--- src/hw/fei_pkg.sv ---
// Constants shared by the flash event interrupt unit
package fei_pkg;
   localparam int          DATA_W        = 16;
   localparam int          ADDR_W        = 4;
   localparam int          SYS_W         = 2;

   // Register addresses on the plain register port
   localparam logic [3:0]  ADDR_CFG      = 4'h0;
   localparam logic [3:0]  ADDR_FLAGS    = 4'h1;
   localparam logic [3:0]  ADDR_SYS_ST   = 4'h2;
   localparam logic [3:0]  ADDR_SYS_MASK = 4'h3;

   // Field positions in event_enable_config and event_occurred_flags
   localparam int          BIT_OUT_EN    = 15;
   localparam int          BIT_READY     = 4;
   localparam int          BIT_POR       = 2;
   localparam int          BIT_ECC2      = 1;
   localparam int          BIT_ECC1      = 0;

   // Sources that can pull the pin low
   localparam logic [15:0] SRC_MASK      = 16'h0013;
   // Bits of event_enable_config that software can change
   localparam logic [15:0] CFG_WR_MASK   = 16'h8013;
   // Bits of event_occurred_flags that a write of one restores
   localparam logic [15:0] FLAGS_WR_MASK = 16'h0017;

   // Reset values
   localparam logic [15:0] CFG_RST       = 16'hFFFF;
   localparam logic [15:0] FLAGS_HW_RST  = 16'hFFFF;
   localparam logic [15:0] FLAGS_POR_RST = 16'hFFFB;
   localparam logic [1:0]  SYS_RST       = 2'h0;
   localparam logic [1:0]  SYS_MASK_RST  = 2'h0;

   // System status bits
   localparam int          SYS_INT_ASSERT = 0;
   localparam int          SYS_POR_SEEN   = 1;
endpackage

--- src/hw/fei_top.sv ---
// Flash event interrupt unit: event flags, enables and open-drain pin
//
// Chosen here: the address map and the plain strobed port.
`timescale 1ns/1ps
module fei_top (
   input  wire logic        REF_CLK,
   input  wire logic        RST_N,
   input  wire logic        POR_N,
   input  wire logic        EVT_READY,
   input  wire logic        EVT_ECC2,
   input  wire logic        EVT_ECC1,
   input  wire logic [3:0]  ADDR,
   input  wire logic [15:0] WDATA,
   input  wire logic        WR,
   input  wire logic        RD,
   output logic      [15:0] RDATA,
   output logic             INT_O,
   output logic             INT_OE_N,
   output logic             IRQ
);

   function automatic logic addr_hit(input logic [3:0] a,
                                     input logic [3:0] off);
      addr_hit = (a == off);
   endfunction

   logic [15:0] cfg_reg;
   logic [15:0] cfg_next;
   logic [15:0] flags_reg;
   logic [15:0] flags_next;
   logic [15:0] rdata_reg;
   logic [15:0] rdata_next;
   logic        drive_reg;
   logic        drive_next;
   logic        int_o_reg;
   logic [1:0]  sys_reg;
   logic [1:0]  sys_next;
   logic [1:0]  mask_reg;
   logic [1:0]  mask_next;
   logic        irq_reg;
   logic        irq_next;
   logic        por_meta_reg;
   logic        por_sync_reg;
   logic        por_act;
   logic        cfg_wr;
   logic        flags_wr;
   logic [15:0] evt_vec;
   logic [15:0] capture;
   logic [15:0] pending;

   // Power-on detector arrives from another domain, so it is synchronised
   always_ff @(posedge REF_CLK or negedge RST_N) begin
      if (!RST_N) begin
         por_meta_reg <= 1'b1;
         por_sync_reg <= 1'b1;
      end else begin
         por_meta_reg <= POR_N;
         por_sync_reg <= por_meta_reg;
      end
   end

   assign por_act = !por_sync_reg;

   always_comb begin
      evt_vec = '0;
      evt_vec[fei_pkg::BIT_READY] = EVT_READY;
      evt_vec[fei_pkg::BIT_ECC2]  = EVT_ECC2;
      evt_vec[fei_pkg::BIT_ECC1]  = EVT_ECC1;
      cfg_wr     = WR && addr_hit(ADDR, fei_pkg::ADDR_CFG);
      flags_wr   = WR && addr_hit(ADDR, fei_pkg::ADDR_FLAGS);
      cfg_next   = cfg_reg;
      flags_next = flags_reg;
      mask_next  = mask_reg;
      if (cfg_wr) begin
         // Reserved config bits stay at one whatever is written
         cfg_next   = WDATA | ~fei_pkg::CFG_WR_MASK;
         flags_next = flags_next | (WDATA & fei_pkg::SRC_MASK);
         if (WDATA[fei_pkg::BIT_OUT_EN]) begin
            flags_next = fei_pkg::FLAGS_HW_RST;
         end
      end
      if (flags_wr) begin
         // Writes can only raise flags
         flags_next = flags_next | (WDATA & fei_pkg::FLAGS_WR_MASK);
      end
      // An event beats a clear in the same cycle, but only on a source
      // that stays enabled after this cycle's config write
      capture    = evt_vec & ~cfg_next & fei_pkg::SRC_MASK;
      flags_next = flags_next & ~capture;
      if (WR && addr_hit(ADDR, fei_pkg::ADDR_SYS_MASK)) begin
         mask_next = WDATA[1:0];
      end
      // Power-on flag is outside the source mask so it never reaches the pin
      pending    = ~flags_reg & ~cfg_reg & fei_pkg::SRC_MASK;
      drive_next = !cfg_reg[fei_pkg::BIT_OUT_EN] && (|pending);
      if (por_act) begin
         cfg_next   = fei_pkg::CFG_RST;
         flags_next = fei_pkg::FLAGS_POR_RST;
         drive_next = 1'b0;
      end
   end

   // Sticky system status; read clears, a new event in that cycle wins
   always_comb begin
      sys_next = sys_reg;
      if (RD && addr_hit(ADDR, fei_pkg::ADDR_SYS_ST)) begin
         sys_next = fei_pkg::SYS_RST;
      end
      if (drive_next && !drive_reg) begin
         sys_next[fei_pkg::SYS_INT_ASSERT] = 1'b1;
      end
      if (por_act) begin
         sys_next[fei_pkg::SYS_POR_SEEN] = 1'b1;
      end
      irq_next = |(sys_next & mask_next);
   end

   always_comb begin
      rdata_next = '0;
      if (RD) begin
         case (ADDR)
            fei_pkg::ADDR_CFG:      rdata_next = cfg_reg;
            fei_pkg::ADDR_FLAGS:    rdata_next = flags_reg;
            fei_pkg::ADDR_SYS_ST:   rdata_next = {14'h0000, sys_reg};
            fei_pkg::ADDR_SYS_MASK: rdata_next = {14'h0000, mask_reg};
            default:                rdata_next = '0;
         endcase
      end
   end

   // Hardware reset restores every register, power-on flag included
   always_ff @(posedge REF_CLK or negedge RST_N) begin
      if (!RST_N) begin
         cfg_reg   <= fei_pkg::CFG_RST;
         flags_reg <= fei_pkg::FLAGS_HW_RST;
         drive_reg <= 1'b0;
         int_o_reg <= 1'b0;
         sys_reg   <= fei_pkg::SYS_RST;
         mask_reg  <= fei_pkg::SYS_MASK_RST;
         irq_reg   <= 1'b0;
         rdata_reg <= '0;
      end else begin
         cfg_reg   <= cfg_next;
         flags_reg <= flags_next;
         drive_reg <= drive_next;
         int_o_reg <= 1'b0;
         sys_reg   <= sys_next;
         mask_reg  <= mask_next;
         irq_reg   <= irq_next;
         rdata_reg <= rdata_next;
      end
   end

   // Pin level is always low; only the enable moves, so the pull-up
   // gives the released level
   assign INT_O    = int_o_reg;
   assign INT_OE_N = !drive_reg;
   assign IRQ      = irq_reg;
   assign RDATA    = rdata_reg;

   logic any_evt;
   assign any_evt = EVT_READY || EVT_ECC2 || EVT_ECC1;
endmodule

--- config.mk ---
export PLATFORM = sky130hd
export DESIGN_NAME = fei_top
export DESIGN_NICKNAME = d
export VERILOG_FILES = /design/src/hw/fei_pkg.sv /design/src/hw/fei_top.sv
export SDC_FILE = /design/constraint.sdc
export NUM_CORES = 1
export LEC_CHECK = 0
export ABC_AREA = 0
export ABC_CLOCK_PERIOD_IN_PS = 3500
export CAP_MARGIN = 20
export CELL_PAD_IN_SITES_DETAIL_PLACEMENT = 0
export CELL_PAD_IN_SITES_GLOBAL_PLACEMENT = 1
export CORE_MARGIN = 3
export CORE_UTILIZATION = 49
export CTS_CLUSTER_DIAMETER = 40
export DETAILED_ROUTE_END_ITERATION = 8
export DONT_BUFFER_PORTS = 1
export HOLD_SLACK_MARGIN = 0.02
export PLACE_DENSITY = 0.8
export SLEW_MARGIN = 40
export SYNTH_ARGS = -nofsm -noshare
export SYNTH_HDL_FRONTEND = slang
export SYNTH_SLANG_ARGS = --single-unit
--- constraint.sdc ---
create_clock -name REF_CLK -period 3.5 [get_ports REF_CLK]
set_input_delay 0.525 -clock REF_CLK [delete_from_list [all_inputs] [get_ports REF_CLK]]
set_output_delay 0.525 -clock REF_CLK [all_outputs]
set_load 0.02 [all_outputs]
# Yosys cells after proc, flatten, opt, wreduce, memory -nomap -nowiden
# Cells that the tools add are included.
[word_totals] register_bits=56 input_bits=28 out_inout_bits=19 elab_cells=46
[classes] n_eq_ne=3 mux=13 n_bitwise=10 reduce_logical=11
[ops] operator="$mux 16" count=7
[ops] operator="$pmux 16 s4" count=1
[ops] operator="$or 16x5->16" count=2
[ops] operator="$and 16x16->16" count=1
[ops] operator="$not 5->16" count=1
[ops] operator="$not 5->5" count=3
[ops] operator="$and 5x5->5" count=2
[ops] operator="$eq 4x2->1 const B" count=2
[ops] operator="$logic_and 1x1->1" count=6
[ops] operator="$eq 4x1->1 const B" count=1
[ops] operator="$logic_not 4->1" count=1
[ops] operator="$mux 2" count=2
[ops] operator="$mux 1" count=3
[ops] operator="$reduce_or 3->1" count=1
[ops] operator="$and 2x2->2" count=1
[ops] operator="$logic_not 1->1" count=2
[ops] operator="$reduce_or 2->1" count=1

# Depth between registers and ports, before layout
[depth] ltp_word=9 ltp_mapped=5 depth_no_buf=4

# Least setup slack after synthesis
# Ideal clock, no wire load.
[synth_path] path_kind="in2reg" start="input ADDR[3]" end="register irq_reg (netlist: IRQ)" setup_ns=0.134 arrival_ns=1.217 t_required_ns=3.366 path_slack_ns=2.149 cell_stages=4 n_path_buf=0 path_cell_list="nor2_4 > and4_2 > mux2i_1 > o22ai_1"
[synth_via] elab_chain_len=6 word_cells_on_any_way=10 cone_classes="2 x eq/ne; 4 x mux; 1 x bitwise; 3 x reduce/logical"
[synth_lines] element="start: declaration" line_no="fei_top.sv:12" text="input wire logic [3:0] ADDR,"
[synth_lines] element="$eq 4x2->1" line_no="fei_top.sv:24" text="addr_hit = (a == off);"
[synth_lines] element="$logic_and 1x1->1" line_no="fei_top.sv:106" text="if (RD && addr_hit(ADDR, fei_pkg::ADDR_SYS_ST)) begin"
[synth_lines] element="$mux 2" line_no="fei_top.sv:106"
[synth_lines] element="$mux 1, on equally long branches" line_no="fei_top.sv:109, fei_top.sv:112"
[synth_lines] element="$and 2x2->2 *" line_no="fei_top.sv:115" text="irq_next = |(sys_next & mask_next);"
[synth_lines] element="$reduce_or 2->1 *" line_no="fei_top.sv:115"
[synth_lines] element="named net irq_next" line_no="fei_top.sv:41" text="logic irq_next;"
[synth_lines] element="end signal: assignment" line_no="fei_top.sv:149" text="irq_reg <= irq_next;"
[synth_lines] element="end: declaration" line_no="fei_top.sv:40" text="logic irq_reg;"
# Mark *: on every way through the listed nets, which the timed path passes. The rest lies on a longest branch.

==> reports/metrics.csv <==
metric,value,unit
powerDensity,429.0,nW/µm²
max_slew_margin,62.84,%
cts_resized,0,
ys_ff_latch,27,
cts-root-buf,clkbuf_4,
gr-total-overflow,0,
start_util,53.22,%
area_delta_synth_final,0.7231,%
yosysTopAreaCell,dfstp_2,
endpoint_kind,output pin,
vias,702,
seq_area_frac_synth,57.23,%
cts_setup_buffers,0,
vias_per_cell,5.661,
grt_pass1_vias,679,
port_buffers,0,
layout_commonest_cell,dfstp_2,
grt_use_total,13.56,%
grt_antenna_before_repair,0,
fin_tns_setup,0,ps
synth.area.top_cells,"dfstp_2, dfrtp_1, buf_4",
clk_pin_slew,140,ps
cp.arrival,1140,ps
postSynthCellCount,102,
cts-buffers-inserted,3,
layout_common_cells,"dfstp_2, dfrtp_1, nand2_1",
wl_per_cell,16.33,µm
io_pins,47,
hp-class,in2reg,
rsz0062_at_grt,no,
required,2970,ps
grt_pass1_wl,3.249,mm
cts.sinks,27,
cts-htree-levels,1,
fin_crit,1668,ps
ys_warn_count,0,
syn_nets,130,
die_h,55.72,µm
setup_viol,0,
peakVddDrop,0.2294,mV
worst-path-max-fanout,10,
std_cell_rows,17,
min_period_over_period,47.65,%
drive_above_1_share,26.04,%
worstSetupStartpointType,flip-flop,
finalClockSkew,5.600,ps
final_util,53.60,%
hold-worst-slack,179.2,ps
synth_top_area_share,30.37,%
synth.cell_area,1211,µm²
cts_tree,done,
fmax,0.5996,GHz
wl,2.025,mm
cts_max_path_buffers,2,
postCtsHoldBufs,2,
drv_slew,0,
grt_max_degree,28,
dieArea,3104,µm²
power_leakage,0.5347,nW
ys_types,28,
tightest_slew,559.9,ps
rrSetupSlack,2080,ps
fp.coreArea,2276,µm²
drv_cap,0,
clk_latency,320,ps
syn_area_per_cell,11.87,µm²
gp_congestion,0.7827,
hold_viol,0,
crit_type,reg2out,
drtIter0Drc,13,
drc,0,
antenna_cells,0,
die_w,55.72,µm
dr.pass1.iters,4,
hpwl,1.460,mm
ant_nets,0,
nets,125,
outcome,"finished, final reports clean",
## synthesized netlist by cell type (all sizes together)
cell,count
dfstp,14
dfrtp,13
buf,11
nand2,8
a21oi,7
inv,7
mux2i,7
nor2,5
nand2b,4
a32oi,3
nand3b,3
and3,2
mux4,2
nor2b,2
o21ai,2
o22ai,2
a21boi,1
a2bb2oi,1
and2,1
and4,1
clkbuf,1
conb,1
nand3,1
nand4b,1
nor3,1
o21a,1
## power by group
part,switching [W],total (W),internal (W)
Sequential,0.0000202,0.000350,0.000330
Clock,0.0000863,0.000131,0.0000446
Combinational,0.0000230,0.0000419,0.0000190
Total,0.000129,0.000523,0.000394
## routing by layer
metal,GRT usage (%),routed length [µm],vias to the layer above
li1,-,-,326
met3,3.944,185,5
met2,18.07,836,36
met1,20.03,961,335
met4,6.250,42,0
met5,0,0,-
## final timing paths
check / depth (start not counted) / end / from
min in group asynchronous: 2 / RDATA[0] / RST_N
min reg2reg: 0 / por_sync_reg / por_meta_reg
max: 0 / RDATA[6] / RDATA[5]
max reg2reg: 4 / IRQ / flags_reg[1]
min: 0 / por_meta_reg / POR_N
max in group asynchronous: 2 / flags_reg[4] / RST_N
## metrics by stage
step / worst slack (ps) / cell area [µm²] / cells / power, W
after global placement: 1999 / 1161 / 118 / 0.0003860
after detailed placement: 2040 / 1164 / 118 / 0.0003887
after global routing: 1775 / 1220 / 124 / 0.0005485
after CTS: 1815 / 1220 / 124 / 0.0005310
after floorplan: 2149 / 1211 / 102 / 0.0003856
final: 1832 / 1220 / 124 / 0.0005233
## cells by family (layout without fill, tap and decap cells)
| family | count (synthesis) | count (layout) | synth area share, % |
|---|---|---|---|
| other | 1 | 1 | 0.3096 |
| and+or+nand+nor | 29 | 29 | 14.77 |
| muxes | 9 | 9 | 9.504 |
| AOI/OAI and AO/OA | 17 | 17 | 8.885 |
| DFF | 27 | 27 | 57.23 |
| buffers and inverters | 19 | 13 | 9.298 |
## layout make-up
cell class              count  area [µm²]
clock buffers               4       26.28
multi-input cells          56       405.4
inverters                   7       26.28
flip-flops and latches     27       696.9
repair buffers              2       30.03
fillers                   195        1056
well taps                  28       35.03
Power figures use the tool's default switching activity.
